<file path="src/shared/tco_pkg.sv">
// Purpose: Constants for the channel option controller
// Assumes: AXI4-Lite slave, 32-bit data
// Notes: Offsets are byte addresses
package tco_pkg;
    // Register byte offsets
    localparam logic [7:0] ADDR_CTRL = 8'h00;
    localparam logic [7:0] ADDR_STAT = 8'h04;
    localparam logic [7:0] ADDR_MASK = 8'h08;
    localparam logic [7:0] ADDR_STATE = 8'h0C;
    // Control field positions
    localparam int CTRL_W = 8;
    localparam int CTRL_MODE_LSB = 0;
    localparam int CTRL_REGMODE = 2;
    localparam int CTRL_RXCORE = 3;
    localparam int CTRL_TXCORE = 4;
    localparam int CTRL_SERLPBK = 5;
    localparam int CTRL_REV_LSB = 6;
    localparam logic [7:0] CTRL_RST = 8'h00;
    // Event bits of status and mask
    localparam int EV_W = 3;
    localparam int EV_RXERR = 0;
    localparam int EV_TXERR = 1;
    localparam int EV_CALRST = 2;
    // Pin input bit positions
    localparam int PIN_W = 5;
    localparam int PIN_SIGDET = 0;
    localparam int PIN_CALSLP = 1;
    localparam int PIN_LPBK = 2;
    localparam int PIN_RXTICK = 3;
    localparam int PIN_TXTICK = 4;
    // Bus responses
    localparam logic [1:0] RESP_OKAY = 2'h0;
    localparam logic [1:0] RESP_SLVERR = 2'h2;
    // Functional modes
    typedef enum logic [1:0] {
        MODE_BASIC = 2'b00,
        MODE_PCIE = 2'b01,
        MODE_DETLAT = 2'b10,
        MODE_OTHER = 2'b11
    } tco_mode_t;
    // Reverse loopback choice
    typedef enum logic [1:0] {
        REV_NONE = 2'b00,
        REV_PRE = 2'b01,
        REV_POST = 2'b10,
        REV_RSVD = 2'b11
    } tco_rev_t;
endpackage

</file>
<file path="src/hdl/tco_channel_opts.sv">
// Purpose: Optional control and status of one transceiver channel
// Assumes: One clock; pins and fabric ticks are asynchronous
// Notes: FIFO depth must be a power of two
`timescale 1ns/1ps

module tco_channel_opts
    import tco_pkg::*;
#(
    parameter int W = 32,
    parameter int DEPTH = 8
) (
    // Clock and reset
    input wire logic clk,
    input wire logic rst_n,
    // AXI4-Lite slave
    input wire logic [7:0] awaddr,
    input wire logic awvalid,
    output logic awready,
    input wire logic [31:0] wdata,
    input wire logic [3:0] wstrb,
    input wire logic wvalid,
    output logic wready,
    output logic [1:0] bresp,
    output logic bvalid,
    input wire logic bready,
    input wire logic [7:0] araddr,
    input wire logic arvalid,
    output logic arready,
    output logic [31:0] rdata,
    output logic [1:0] rresp,
    output logic rvalid,
    input wire logic rready,
    output logic irq,
    // Receive parallel side
    input wire logic rxDesValid,
    input wire logic [W-1:0] rxDesData,
    input wire logic rxRdReq,
    input wire logic rxCoreTick,
    output logic [W-1:0] rxData,
    output logic rxDataValid,
    output logic rxFifoErr,
    // Transmit parallel side
    input wire logic txValid,
    input wire logic [W-1:0] txData,
    input wire logic txCoreTick,
    input wire logic txSerReady,
    output logic [W-1:0] txSerData,
    output logic txSerValid,
    output logic txFifoErr,
    // Status and control pins
    input wire logic sigDetIn,
    input wire logic forceIdle,
    input wire logic calSleep,
    input wire logic lpbkCtl,
    output logic sigDetOut,
    output logic txElecIdle,
    output logic calEnable,
    output logic calPowerDown,
    output logic calRestart,
    output logic serialLoopOn,
    // Serial datapath
    input wire logic serTxBit,
    input wire logic rxPinBit,
    input wire logic cdrBit,
    output logic txLineBit,
    output logic desInBit,
    output logic txPathActive
);
    localparam int PW = $clog2(DEPTH);
    localparam int CW = PW + 1;
    localparam logic [CW-1:0] FULL = CW'(DEPTH);

    // Whole module state
    typedef struct packed {
        logic [PIN_W-1:0] s1;
        logic [PIN_W-1:0] s2;
        logic [PIN_W-1:0] s3;
        logic [CTRL_W-1:0] ctrl;
        logic [EV_W-1:0] stat;
        logic [EV_W-1:0] mask;
        logic awGot;
        logic wGot;
        logic [7:0] awAddr;
        logic [31:0] wData;
        logic [3:0] wStrb;
        logic bValid;
        logic [1:0] bResp;
        logic rValid;
        logic [31:0] rData;
        logic [1:0] rResp;
        logic [1:0][DEPTH-1:0][W-1:0] mem;
        logic [1:0][PW-1:0] wp;
        logic [1:0][PW-1:0] rp;
        logic [1:0][CW-1:0] cnt;
        logic [1:0][W-1:0] fOut;
        logic [1:0] fOutV;
        logic [1:0] fErr;
        logic sigDet;
        logic txIdle;
        logic calPd;
        logic calRst;
        logic serLoop;
        logic txLine;
        logic desIn;
    } tco_st_t;

    tco_st_t q;
    tco_st_t d;
    tco_mode_t mode;
    tco_rev_t rev;
    logic bp;
    logic regEff;
    logic rxTick;
    logic txTick;
    logic [1:0] fWr;
    logic [1:0] fRd;
    logic [1:0][W-1:0] fIn;
    logic [EV_W-1:0] ev;

    // Decoded configuration
    assign mode = tco_mode_t'(q.ctrl[CTRL_MODE_LSB +: 2]);
    assign rev = tco_rev_t'(q.ctrl[CTRL_REV_LSB +: 2]);
    assign bp = (mode == MODE_BASIC) || (mode == MODE_PCIE);
    assign regEff = q.ctrl[CTRL_REGMODE] && (mode == MODE_DETLAT);

    // Fabric timing edges, from synchronized stages
    assign rxTick = q.s2[PIN_RXTICK] & ~q.s3[PIN_RXTICK];
    assign txTick = q.s2[PIN_TXTICK] & ~q.s3[PIN_TXTICK];

    // FIFO strobes, index 0 receive, 1 transmit
    assign fWr[0] = rxDesValid;
    assign fRd[0] = rxRdReq & (q.ctrl[CTRL_RXCORE] ? rxTick : 1'b1);
    assign fWr[1] = txValid & ~regEff & (q.ctrl[CTRL_TXCORE] ? txTick : 1'b1);
    assign fRd[1] = txSerReady & ~regEff;
    assign fIn[0] = rxDesData;
    assign fIn[1] = txData;

    // Bus handshakes
    assign awready = ~q.awGot;
    assign wready = ~q.wGot;
    assign bvalid = q.bValid;
    assign bresp = q.bResp;
    assign arready = ~q.rValid;
    assign rvalid = q.rValid;
    assign rdata = q.rData;
    assign rresp = q.rResp;
    assign irq = |(q.stat & q.mask);

    // Registered outputs; calEnable is tied high and txPathActive is decoded from ctrl
    assign rxData = q.fOut[0];
    assign rxDataValid = q.fOutV[0];
    assign rxFifoErr = q.fErr[0];
    assign txSerData = q.fOut[1];
    assign txSerValid = q.fOutV[1];
    assign txFifoErr = q.fErr[1];
    assign sigDetOut = q.sigDet;
    assign txElecIdle = q.txIdle;
    assign calEnable = 1'b1;
    assign calPowerDown = q.calPd;
    assign calRestart = q.calRst;
    assign serialLoopOn = q.serLoop;
    assign txLineBit = q.txLine;
    assign desInBit = q.desIn;
    assign txPathActive = (rev == REV_NONE);

    // Next state
    always_comb begin
        d = q;
        ev = '0;
        // Two-stage synchronizers plus edge stage
        d.s1 = {txCoreTick, rxCoreTick, lpbkCtl, calSleep, sigDetIn};
        d.s2 = q.s1;
        d.s3 = q.s2;
        // Phase-compensation FIFOs
        for (int i = 0; i < 2; i++) begin
            d.fOutV[i] = 1'b0;
            d.fErr[i] = (fWr[i] && q.cnt[i] == FULL) || (fRd[i] && q.cnt[i] == '0);
            if (fWr[i] && q.cnt[i] != FULL) begin
                d.mem[i][q.wp[i]] = fIn[i];
                d.wp[i] = q.wp[i] + 1'b1;
            end
            if (fRd[i] && q.cnt[i] != '0) begin
                d.fOut[i] = q.mem[i][q.rp[i]];
                d.fOutV[i] = 1'b1;
                d.rp[i] = q.rp[i] + 1'b1;
            end
            d.cnt[i] = q.cnt[i] + CW'(fWr[i] && q.cnt[i] != FULL) - CW'(fRd[i] && q.cnt[i] != '0);
        end
        // Register mode bypasses the transmit FIFO, in detlat mode only
        if (regEff) begin
            d.fOut[1] = txData;
            d.fOutV[1] = txValid;
        end
        ev[EV_RXERR] = d.fErr[0];
        ev[EV_TXERR] = d.fErr[1];
        // Signal presence gated by mode
        d.sigDet = bp & q.s2[PIN_SIGDET];
        // Calibration sleep and restart
        d.calPd = q.s2[PIN_CALSLP];
        d.calRst = q.s3[PIN_CALSLP] & ~q.s2[PIN_CALSLP];
        ev[EV_CALRST] = d.calRst;
        // Serial loopback from synchronized control
        d.serLoop = q.ctrl[CTRL_SERLPBK] & q.s2[PIN_LPBK];
        d.desIn = q.serLoop ? serTxBit : rxPinBit;
        // Transmit buffer source; idle wins
        d.txIdle = bp & forceIdle;
        if (d.txIdle) begin
            d.txLine = 1'b0;
        end else if (rev == REV_PRE) begin
            d.txLine = rxPinBit;
        end else if (rev == REV_POST) begin
            d.txLine = cdrBit;
        end else begin
            d.txLine = serTxBit;
        end
        // Write channel capture
        if (awvalid && ~q.awGot) begin
            d.awGot = 1'b1;
            d.awAddr = awaddr;
        end
        if (wvalid && ~q.wGot) begin
            d.wGot = 1'b1;
            d.wData = wdata;
            d.wStrb = wstrb;
        end
        if (q.bValid && bready) begin
            d.bValid = 1'b0;
        end
        // Register write once both halves are held
        if (q.awGot && q.wGot && ~q.bValid) begin
            d.awGot = 1'b0;
            d.wGot = 1'b0;
            d.bValid = 1'b1;
            d.bResp = RESP_OKAY;
            if (q.awAddr == ADDR_CTRL) begin
                if (q.wStrb[0]) begin
                    d.ctrl = q.wData[CTRL_W-1:0];
                end
            end else if (q.awAddr == ADDR_STAT) begin
                if (q.wStrb[0]) begin
                    d.stat = q.stat & ~q.wData[EV_W-1:0];
                end
            end else if (q.awAddr == ADDR_MASK) begin
                if (q.wStrb[0]) begin
                    d.mask = q.wData[EV_W-1:0];
                end
            end else if (q.awAddr == ADDR_STATE) begin
                d.bResp = RESP_OKAY;
            end else begin
                d.bResp = RESP_SLVERR;
            end
        end
        // Sticky events; a set beats a same-cycle clear
        d.stat = d.stat | ev;
        // Read channel
        if (q.rValid && rready) begin
            d.rValid = 1'b0;
        end
        if (arvalid && ~q.rValid) begin
            d.rValid = 1'b1;
            d.rResp = RESP_OKAY;
            if (araddr == ADDR_CTRL) begin
                d.rData = 32'(q.ctrl);
            end else if (araddr == ADDR_STAT) begin
                d.rData = 32'(q.stat);
            end else if (araddr == ADDR_MASK) begin
                d.rData = 32'(q.mask);
            end else if (araddr == ADDR_STATE) begin
                d.rData = 32'({q.cnt[1], q.cnt[0], q.serLoop, q.calPd, q.sigDet});
            end else begin
                d.rData = 32'h0000_0000;
                d.rResp = RESP_SLVERR;
            end
        end
    end

    // State register
    always_ff @(posedge clk) begin
        if (!rst_n) begin
            q <= '0;
            q.ctrl <= CTRL_RST;
        end else begin
            q <= d;
        end
    end

    // Checks
    AST_SIGDET: assert property (@(posedge clk) disable iff (!rst_n)
        !bp |=> !sigDetOut) else $error("signal presence outside basic or pcie");
    AST_REGMODE: assert property (@(posedge clk) disable iff (!rst_n)
        (mode != MODE_DETLAT && txValid && !q.ctrl[CTRL_TXCORE] && q.cnt[1] == '0)
        |=> q.cnt[1] == CW'(1)) else $error("transmit FIFO bypassed outside detlat");
    AST_RXERR: assert property (@(posedge clk) disable iff (!rst_n)
        (rxDesValid && q.cnt[0] == FULL) |=> rxFifoErr) else $error("receive overflow not flagged");
    AST_TXERR: assert property (@(posedge clk) disable iff (!rst_n)
        (txSerReady && !regEff && q.cnt[1] == '0) |=> txFifoErr) else $error("transmit underrun not flagged");
    AST_IDLE: assert property (@(posedge clk) disable iff (!rst_n)
        (bp && forceIdle) |=> (txElecIdle && !txLineBit)) else $error("forced idle ignored");
    AST_CALPD: assert property (@(posedge clk) disable iff (!rst_n)
        $rose(calPowerDown) |-> $past(calSleep, 3)) else $error("power down without sleep");
    AST_CALRST: assert property (@(posedge clk) disable iff (!rst_n)
        $fell(calPowerDown) |-> calRestart) else $error("no restart on sleep release");
    AST_LOOP: assert property (@(posedge clk) disable iff (!rst_n)
        serialLoopOn |=> (desInBit == $past(serTxBit))) else $error("loopback not routed");
    AST_SYNC: assert property (@(posedge clk) disable iff (!rst_n)
        $rose(serialLoopOn) |-> $past(lpbkCtl, 3)) else $error("loop control not synchronized");
    AST_REV: assert property (@(posedge clk) disable iff (!rst_n)
        (rev == REV_PRE && !(bp && forceIdle)) |-> (!txPathActive ##1 (txLineBit == $past(rxPinBit))))
        else $error("pre-recovery loop wrong");
endmodule

</file>
<file path="config.mk">
export PLATFORM = sky130hd
export DESIGN_NAME = tco_channel_opts
export DESIGN_NICKNAME = d
export VERILOG_FILES = /design/src/shared/tco_pkg.sv /design/src/hdl/tco_channel_opts.sv
export SDC_FILE = /design/constraint.sdc
export NUM_CORES = 1
export LEC_CHECK = 0
export BUFFER_PORTS_ARGS = -buffer_cell sky130_fd_sc_hd__buf_2
export CAP_MARGIN = 20
export CORE_MARGIN = 4
export CORE_UTILIZATION = 60
export CTS_CLUSTER_DIAMETER = 30
export CTS_CLUSTER_SIZE = 10
export DETAILED_ROUTE_END_ITERATION = 8
export GPL_ROUTABILITY_DRIVEN = 1
export PLACE_DENSITY = 0.82
export SLEW_MARGIN = 25
export SYNTH_ARGS = -nofsm -noshare
export SYNTH_HDL_FRONTEND = slang
export SYNTH_SLANG_ARGS = --single-unit
export TNS_END_PERCENT = 50
</file>
<file path="constraint.sdc">
create_clock -name clk -period 3.5 [get_ports clk]
set_input_delay 0.7 -clock clk [delete_from_list [all_inputs] [get_ports clk]]
set_output_delay 0.7 -clock clk [all_outputs]
set_load 0.03 [all_outputs]
</file>
==> out/metrics.cfg, run 1 <==
[status]
status=complete, no violations

[grt]
grt_usage=0.2743
grt_pass1_wl_um=113800
use_met2=0.4805
grt.overflow.total=0
gr-usage-met1=0.3237
grt-busiest-layer=met2
globalRouteMet3Util=0.05278
antenna_found_initial=1
grt_pass1_vias=22070
grt_max_degree=86

[finish]
syn2layout_area_growth_pct=17.50
finalNetCount=2947
drive_gt1_frac=0.3051

[worst_setup_path]
r2r_setup_slack_ns=0.85
max_stage_delay_ns=0.59
path_max_fanout=11
critPathRequiredTime_ns=4.01
r2r_start=q[78]$_SDFF_PN0_
worstReg2RegEnd=q[77]$_SDFF_PN0_
crit_slowest_cell=or3b_2
cp-start-kind=register
reg2reg_depth=10
arrival_ns=3.17
crit_type=reg -> reg
endpoint_kind=register
crit_start=q[78]$_SDFF_PN0_
path_cells=ha_1 > or3b_2 > nand2_1 > ha_1 > inv_1 > ha_1 > inv_1 > fa_1 > xor2_1 > nor2_1
path_common_cell=ha_1
endpoint=q[77]$_SDFF_PN0_

[yosys]
synth_edf_count=0
ys_seq_area_frac=0.4692
yosys_warnings=0
syn_avg_cell_area_um2=10.45
async_reset_ff_frac=0
synth-main-ff-cell=dfxtp_1
ys_seq_elements=667
netlist_area_mm2=0.02846
synth_cell_types=49
synthCells=2724

[power_and_ir_drop]
seqPwrFrac=0.350
p_int_mw=17.93
powerDensity_mw_per_mm2=738.8
leakage_nw=13.78
p_sw_frac=0.2743
p_switching_mw=6.777
irDropWorstVdd_mv=0.5419
p_clk_frac=0.497
pwr-share-comb=0.152

[sta]
slew_headroom=0.3967
skew_ns=0.02152
drv_slew=0
tns_ns=0
rsz0062_at_grt=false
hold_violations=0
worst_pin_slew_ns=0.9031
period_share=0.7584
clock.fmax_mhz=376.7
fin_worst_hold_slack_ns=0.2278
finalSetupViolCount=0
finalCriticalPeriod_ns=2.655

[clock_tree]
cts.path.max_buffers=3
cts_setup_buffers=0
cts_hold_buf=0
clk_pin_slew_ns=0.05
insertion_delay_ns=0.66
cts_buffers=119
cts_tree=yes
clkSinkCount=667
ctsHtreeMaxLevel=3
cts_root_buf=clkbuf_16
ctsResizeCount=0

[route]
drtIter0Drc=1581
routed_wl_um=71440
vias=21400
antenna_left=0
dr.pass1.iters=5
vias_per_cell=6.110
drc=0
wl_per_cell_um=20.40

[flow_run]
drv_cap=0

[floorplan]
rows=79
io_pins=255
initial_utilization=0.6087
core_area_mm2=0.04675
die_area_mm2=0.05098
fp.dieW_um=225.8
die_y_um=225.8

[placed_design]
portBuffers=203
post-dp-hpwl_um=40400
gp_congestion=0.8024

[min_path]
min_path_type=in -> reg

-- synth_stat cells, types with 2 or more instances --
cell type | number | area [um2]
nand4b_1 | 4 | 35.03
or4_1 | 4 | 30.03
nand4_1 | 41 | 256.5
nor4_1 | 2 | 12.51
fa_1 | 2 | 40.04
nor3_1 | 3 | 15.01
or3b_2 | 3 | 26.28
o221ai_1 | 31 | 271.5
a31o_2 | 259 | 2268
buf_1 | 28 | 105.1
xor2_1 | 6 | 52.55
nand2_1 | 370 | 1389
buf_2 | 49 | 245.2
a21o_1 | 4 | 30.03
and2_1 | 19 | 118.9
o21ai_0 | 35 | 175.2
or4_4 | 2 | 22.52
buf_6 | 6 | 67.56
nand3_1 | 15 | 75.07
xnor2_1 | 3 | 26.28
clkbuf_1 | 145 | 544.3
inv_1 | 24 | 90.09
ha_1 | 16 | 200.2
a211oi_1 | 4 | 30.03
a221o_1 | 2 | 20.02
a21oi_1 | 62 | 310.3
nand3b_1 | 4 | 30.03
conb_1 | 2 | 7.510
mux2i_1 | 342 | 3423
a22o_1 | 5 | 43.79
buf_4 | 101 | 758.2
nand2b_1 | 5 | 31.28
nor4_4 | 3 | 63.81
nor2b_1 | 8 | 50.05
buf_12 | 3 | 60.06
nor2_1 | 301 | 1130
dfxtp_1 | 667 | 13350
mux4_2 | 131 | 2950
or3_1 | 3 | 18.77
-- power groups by stage --
stage / logic [mW] / registers (mW) / clock network, mW
after floorplan: 3.20 / 8.51 / 0
after global placement: 3.64 / 8.76 / 0
after detailed placement: 3.73 / 8.79 / 0
after CTS: 3.78 / 8.65 / 12.4
after global routing: 4.07 / 8.72 / 12.8
final: 3.76 / 8.66 / 12.3
-- critical path, delay by kind of cell, from the launching register on --
kind	cells	cell delay, ns
adder cells (fa/ha/maj)	4	1.03
AND/OR/NAND/NOR	3	0.81
flip-flops	1	0.41
XOR/XNOR	1	0.14
buffers and inverters	2	0.12
-- state kept, by name, summed over array words and instances (netlist names), 2 cells and up --
signal	count
txSerData	32
q	566
rxData	32
d	10
mode	2
rdata	11
-- layout make-up --
type | instances | area (um2)
repair buffers | 258 | 1551
multi-input cells | 1723 | 13330
clock buffers | 138 | 3203
flip-flops and latches | 667 | 13370
diodes | 1 | 2.502
fillers | 2986 | 13310
inverters | 24 | 90.09
well taps | 607 | 759.5
clock inverters | 84 | 1141
-- metrics by stage --
step                      instance area [um2]  total power, mW  setup WS, ns  std cells    util
final                                   33440            24.71        0.8455       3502  0.7153
after global routing                    33440            25.57        0.6899       3502  0.7153
after CTS                               33440            24.82        0.8327       3501  0.7152
after detailed placement                29100            12.52        0.8751       3279  0.6223
after global placement                  29100            12.40        0.8842       3279  0.6223
after floorplan                         28540            11.71        0.6181       2746       -
-- logic make-up (layout without fill, tap and decap cells) --
logic type	Yosys count	in the layout	synth area share
fa+ha+maj	18	18	0.008441
other cells	2	25	0.0002639
simple gates	792	792	0.1175
xor+xnor	9	9	0.002770
buf+inv	356	504	0.06572
compound gates	407	407	0.1122
flops	667	667	0.4692
mux	473	473	0.2239
-- cell usage in the layout (no fill, tap or decap), types with 5 or more instances in the layout --
| cell type | instances |
|---|---|
| dfxtp_1 | 661 |
| nand2_1 | 370 |
| mux2i_1 | 342 |
| nor2_1 | 301 |
| a31o_2 | 259 |
| buf_2 | 202 |
| mux4_2 | 131 |
| clkbuf_16 | 122 |
| a21oi_1 | 62 |
| buf_4 | 46 |
| nand4_1 | 41 |
| o21ai_0 | 35 |
| o221ai_1 | 31 |
| conb_1 | 24 |
| bufinv_16 | 23 |
| inv_1 | 22 |
| and2_1 | 19 |
| clkinvlp_4 | 19 |
| ha_1 | 16 |
| clkinv_2 | 16 |
| nand3_1 | 15 |
| clkinv_4 | 15 |
| inv_6 | 11 |
| clkbuf_8 | 9 |
| buf_12 | 9 |
| nor2b_1 | 8 |
| clkbuf_1 | 7 |
| xor2_1 | 6 |
| nand2b_1 | 5 |
| a22o_1 | 5 |
-- worst min path at each step --
stage | start | end | slack, ns | cells after the start
finish | rready | rvalid$_SDFFE_PN0P_ | 0.23 | 2
global route | rready | rvalid$_SDFFE_PN0P_ | 0.20 | 2
detailed placement | d[705]$_SDFF_PN0_ | sigDetOut$_SDFF_PN0_ | 0.42 | 2
CTS | rready | rvalid$_SDFFE_PN0P_ | 0.19 | 2
global placement | d[705]$_SDFF_PN0_ | sigDetOut$_SDFF_PN0_ | 0.42 | 2
floorplan | d[705]$_SDFF_PN0_ | sigDetOut$_SDFF_PN0_ | 0.40 | 2
-- layer usage --
layer  share of wire  vias up
met5               0        -
met1            0.39    10560
met2            0.51      825
li1                -     9793
met3           0.063      218
met4           0.040        0
No activity file was read; power rests on OpenSTA's default activity.
==> run 2, diff against run 1 <==
clock period = 2.56 ns   (was 3.5 ns; I/O delays follow)
==> out/metrics.cfg, run 2 (same netlist as run 1, synthesis figures left out) <==
[clock_tree]
clk_pin_slew_ns=0.04  ; about the same
clkSinkCount=667  ; unchanged
cts_buffers=130  ; +9.2%
insertion_delay_ns=0.68  ; +0.02 ns
cts.path.max_buffers=3  ; unchanged
cts_root_buf=clkbuf_16
cts_setup_buffers=0  ; unchanged
ctsHtreeMaxLevel=4  ; +1
cts_tree=yes

[finish]
fin_area_mm2=0.03408  ; +1.9%
largest-register=q
finalNetCount=2985  ; +1.3%
nFillCells=2935  ; -1.7%
largest_register_ff_count=566  ; unchanged
layout_common_cells=661 x dfxtp_1, 370 x nand2_1, 342 x mux2i_1
syn2layout_area_growth_pct=19.75
final_common_cell=dfxtp_1
fin_util=0.7290  ; +0.01370
drive_gt1_frac=0.3092  ; +0.004076

[worst_setup_path]
arrival_ns=2.94  ; -0.23 ns
path_common_cell=ha_1
path_max_fanout=3  ; -8
cp-start-kind=register
max_stage_delay_ns=0.46  ; -0.13 ns
crit_type=reg -> reg
crit_slowest_cell=or3b_2
path_cells=ha_1 > or3b_2 > nand2_1 > ha_1 > inv_1 > ha_1 > inv_1 > fa_1 > xor2_1 > nor2_1
endpoint_kind=register
r2r_setup_slack_ns=0.18  ; -0.67 ns
critPathRequiredTime_ns=3.12  ; -0.89 ns

[sta]
period_share=0.9306  ; +0.1722
tns_ns=0  ; unchanged
finalSetupViolCount=0  ; unchanged
worst_pin_slew_ns=0.8449  ; -0.05818 ns
hold_violations=0  ; unchanged
clock.fmax_mhz=419.7  ; +11%
drv_slew=0  ; unchanged
finalCriticalPeriod_ns=2.382  ; -0.2721 ns
slew_headroom=0.4367  ; +0.04003
skew_ns=0.02190  ; +0.0003816 ns
rsz0062_at_grt=true

[placed_design]
placed_cell_area_mm2=0.02960  ; +1.7%
gp_congestion=0.8350  ; +4.1%
post-dp-hpwl_um=41560  ; +2.9%
portBuffers=203  ; unchanged

[grt]
grt_max_degree=86  ; unchanged
grt-busiest-layer=met2
use_met2=0.5039  ; +0.02342
grt.overflow.total=0  ; unchanged
grt_pass1_vias=23150  ; +4.9%
globalRouteMet3Util=0.06213  ; +0.009359
gr-usage-met1=0.3356  ; +0.01189
antenna_found_initial=1  ; unchanged
grt_pass1_wl_um=118800  ; +4.4%
grt_usage=0.2880  ; +0.01369

[floorplan]
core_area_mm2=0.04675  ; unchanged
initial_utilization=0.6087  ; unchanged
die_area_mm2=0.05098  ; unchanged
die_y_um=225.8  ; unchanged
rows=79  ; unchanged
fp.dieW_um=225.8  ; unchanged
io_pins=255  ; unchanged

[power_and_ir_drop]
leakage_nw=14.13  ; +2.5%
pwr-share-comb=0.162  ; +0.010
powerDensity_mw_per_mm2=1010  ; +37%
p_clk_frac=0.496  ; about the same
p_switching_mw=9.309  ; +37%
p_sw_frac=0.2705  ; -0.003822
seqPwrFrac=0.341  ; -0.009
irDropWorstVdd_mv=0.7127  ; +32%
p_int_mw=25.10  ; +40%

[route]
drtIter0Drc=1777  ; +12%
antenna_left=0  ; unchanged
vias=21820  ; +2.0%
dr.pass1.iters=5  ; unchanged
wl_per_cell_um=20.94  ; +2.6%
drc=0  ; unchanged
routed_wl_um=74020  ; +3.6%
vias_per_cell=6.173  ; +1.0%

[min_path]
min_path_type=in -> reg

[status]
status=complete, no violations

[flow_run]
drv_cap=0  ; unchanged

run 2: changes by cell type in the layout (fill, tap and decap cells not counted), sizes merged:
| cell | previous run | this run |
|---|---|---|
| inv | 35 | 30 |
| buf | 258 | 284 |
| clkinvlp | 19 | 9 |
| clkbuf | 138 | 173 |
| dlygate4sd3 | 0 | 1 |
| clkinv | 31 | 25 |
| bufinv | 23 | 15 |
run 2: power groups by stage:
stage	clock, mW	combinational [mW]	sequential [mW]
global placement	0	5.38	11.9
detailed placement	0	5.53	11.9
finish	17.1	5.59	11.7
global route	17.8	6.00	11.8
floorplan	0	4.38	11.6
CTS	17.2	5.60	11.7
run 2: worst paths after layout:
path	start	endpoint	cells past startpoint
setup / recovery	q[78]$_SDFF_PN0_	q[77]$_SDFF_PN0_	10
hold / removal	calSleep	d[711]$_SDFF_PN0_	2
setup reg to reg	q[78]$_SDFF_PN0_	q[77]$_SDFF_PN0_	10
hold reg to reg	d[711]$_SDFF_PN0_	d[4]$_SDFF_PN0_	1
run 2: critical path: cells and delay by family, from the launching register on:
kind                     cells  cell delay, ns
adder cells (fa/ha/maj)      4            0.97
flip-flops                   1            0.39
XOR/XNOR                     1            0.13
buffers and inverters        2            0.11
AND/OR/NAND/NOR              3            0.65
run 2: cell type report:
cell class	instances	area, um2	share of cell area
clock inverter	55	748.2	0.02195
inverter	24	90.09	0.002643
timing repair buffer	285	2069	0.06072
sequential	667	13370	0.3921
clock buffer	173	3711	0.1089
antenna	1	2.502	0.00007342
multi-input combinational	1723	13340	0.3913
tap	607	759.5	0.02228
run 2: through the flow:
stage | std cells | power (mW) | worst slack [ns] | hold slack (ns)
after floorplan | 2746 | 16.02 | 0.03096 | 0.3952
after CTS | 3534 | 34.57 | 0.04741 | 0.002084
after detailed placement | 3305 | 17.43 | 0.05908 | 0.4228
final | 3535 | 34.41 | 0.1776 | 0.04548
after global routing | 3535 | 35.61 | -0.009504 | 0.01858
after global placement | 3305 | 17.24 | 0.1172 | 0.4154
run 2: timing repair:
item | in CTS | in global routing
resized for setup | 0 | 3
hold endpoints to repair | 1 | 0
hold buffers | 1 | 0
setup endpoints to repair | 0 | 4
run 2: metal layers:
metal / wire, um / part of all wire
met5: 0 / 0
met4: 2522 / 0.034
met3: 4678 / 0.063
met2: 37840 / 0.51
met1: 28980 / 0.39
==> run 3, diff against run 2 <==
REMOVE_ABC_BUFFERS = 1   (was not set)
==> out/metrics.cfg, run 3 (same netlist as run 1, synthesis figures left out) <==
[grt]
grt_max_degree=68  ; -21%
gr-usage-met1=0.3378  ; +0.002143
antenna_found_initial=3  ; +2
use_met2=0.4871  ; -0.01681
globalRouteMet3Util=0.04771  ; -0.01443
grt-busiest-layer=met2
grt_pass1_vias=22260  ; -3.8%
grt.overflow.total=0  ; unchanged
grt_usage=0.2761  ; -0.01193
grt_pass1_wl_um=114800  ; -3.3%

[clock_tree]
ctsHtreeMaxLevel=3  ; -1
insertion_delay_ns=0.66  ; -0.02 ns
cts_setup_buffers=0  ; unchanged
clk_pin_slew_ns=0.05  ; about the same
cts.path.max_buffers=3  ; unchanged
cts_tree=yes
cts_root_buf=clkbuf_16
clkSinkCount=667  ; unchanged
cts_buffers=115  ; -12%

[worst_setup_path]
reg2reg_depth=12  ; +2
r2r_setup_slack_ns=0.1  ; -0.08 ns
cp-start-kind=register
endpoint_kind=register
crit_start=q[81]$_SDFF_PN0_
r2r_start=q[81]$_SDFF_PN0_
path_max_fanout=3  ; unchanged
arrival_ns=3.00  ; +0.06 ns
endpoint=q[81]$_SDFF_PN0_
crit_type=reg -> reg
worstReg2RegEnd=q[81]$_SDFF_PN0_
critPathRequiredTime_ns=3.09  ; -0.03 ns

[floorplan]
initial_utilization=0.6087  ; unchanged
fp.dieW_um=225.8  ; unchanged
io_pins=255  ; unchanged
die_y_um=225.8  ; unchanged
rows=79  ; unchanged
die_area_mm2=0.05098  ; unchanged
core_area_mm2=0.04675  ; unchanged

[sta]
slew_headroom=0.4350  ; -0.001743
finalCriticalPeriod_ns=2.465  ; +0.08250 ns
finalSetupViolCount=0  ; unchanged
worst_pin_slew_ns=0.8475  ; +0.002614 ns
clock.fmax_mhz=405.7  ; -3.3%
skew_ns=0.02403  ; +0.002135 ns
hold_violations=0  ; unchanged
tns_ns=0  ; unchanged
drv_slew=0  ; unchanged
period_share=0.9629  ; +0.03223

[finish]
final_common_cell=dfxtp_1
largest-register=q
final_cell_count_no_fill=3515  ; -0.57%
layout_common_cells=661 x dfxtp_1, 370 x nand2_1, 342 x mux2i_1
drive_gt1_frac=0.3079  ; -0.001313
fin_util=0.7208  ; -0.008215
finalNetCount=2968  ; -0.57%
syn2layout_area_growth_pct=18.40
largest_register_ff_count=566  ; unchanged
nFillCells=3035  ; +3.4%

[placed_design]
placed_cells=3304  ; -0.030%
gp_congestion=0.7981  ; -4.4%
post-dp-hpwl_um=40690  ; -2.1%
portBuffers=203  ; unchanged

[route]
antenna_left=0  ; unchanged
routed_wl_um=71980  ; -2.8%
drc=0  ; unchanged
vias=21540  ; -1.3%
wl_per_cell_um=20.48  ; -2.2%
drtIter0Drc=1690  ; -4.9%
vias_per_cell=6.127  ; -0.76%
dr.pass1.iters=6  ; +1

[power_and_ir_drop]
powerDensity_mw_per_mm2=986.3  ; -2.3%
leakage_nw=13.94  ; -1.3%
irDropWorstVdd_mv=0.7828  ; +9.8%

[flow_run]
drv_cap=0  ; unchanged

[status]
status=complete, no violations

[min_path]
min_path_type=in -> reg

[run 3: what timing repair did]
| item | CTS | global route |
|---|---|---|
| hold buffers | 0 | 0 |
| endpoints found under the setup margin | 0 | 3 |
| resized for setup | 0 | 3 |
[run 3: metrics by stage]
step | setup slack [ns] | area (um2) | power [mW] | hold slack, ns
after floorplan | -1.332 | 26760 | 15.45 | 0.3952
after global placement | 0.1219 | 29600 | 17.22 | 0.4157
after detailed placement | 0.07472 | 29600 | 17.42 | 0.4191
after CTS | 0.07255 | 33680 | 33.34 | 0.02551
after global routing | -0.02131 | 33700 | 34.34 | 0.04135
final | 0.09509 | 33700 | 33.24 | 0.05678
[run 3: worst min path at each step]
| stage | endpoint | startpoint | cells after the start | slack, ns |
|---|---|---|---|---|
| finish | rvalid$_SDFFE_PN0P_ | rready | 2 | 0.06 |
| detailed placement | d[705]$_SDFF_PN0_ | d[710]$_SDFF_PN0_ | 1 | 0.42 |
| global placement | d[708]$_SDFF_PN0_ | d[713]$_SDFF_PN0_ | 1 | 0.42 |
| global route | d[714]$_SDFF_PN0_ | txCoreTick | 2 | 0.04 |
| CTS | rvalid$_SDFFE_PN0P_ | rready | 2 | 0.03 |
| floorplan | sigDetOut$_SDFF_PN0_ | d[705]$_SDFF_PN0_ | 2 | 0.40 |
[run 3: critical path: stages, from the launching register on]
cell     delay [ns]
dfxtp_1        0.32
inv_2          0.08
ha_1           0.15
or3b_2         0.48
nand3_2        0.11
inv_1          0.05
ha_1           0.29
inv_1          0.06
ha_1           0.15
inv_1          0.06
fa_1           0.39
xor2_1         0.15
nor2_1         0.05
[run 3: routing by layer]
layer,vias to the layer above,part of all wire
met4,4,0.028
met5,-,0.00035
met1,10650,0.40
met3,189,0.060
li1,9810,-
met2,878,0.52
[run 3: power breakdown]
group / switching [mW] / leakage [nW] / internal (mW)
Clock: 5.27 / 1.98 / 10.7
Combinational: 3.29 / 6.54 / 2.31
Sequential: 0.561 / 5.41 / 11.1
[run 3: area by class of cell]
cell class                 count  area, um2  area share
sequential                   667      13370      0.3966
antenna                        1      2.502  0.00007426
clock inverter                71      968.4     0.02874
inverter                      24      90.09    0.002673
tap                          607      759.5     0.02254
multi-input combinational   1723      13340      0.3959
timing repair buffer         283       2052     0.06089
clock buffer                 139       3120     0.09260
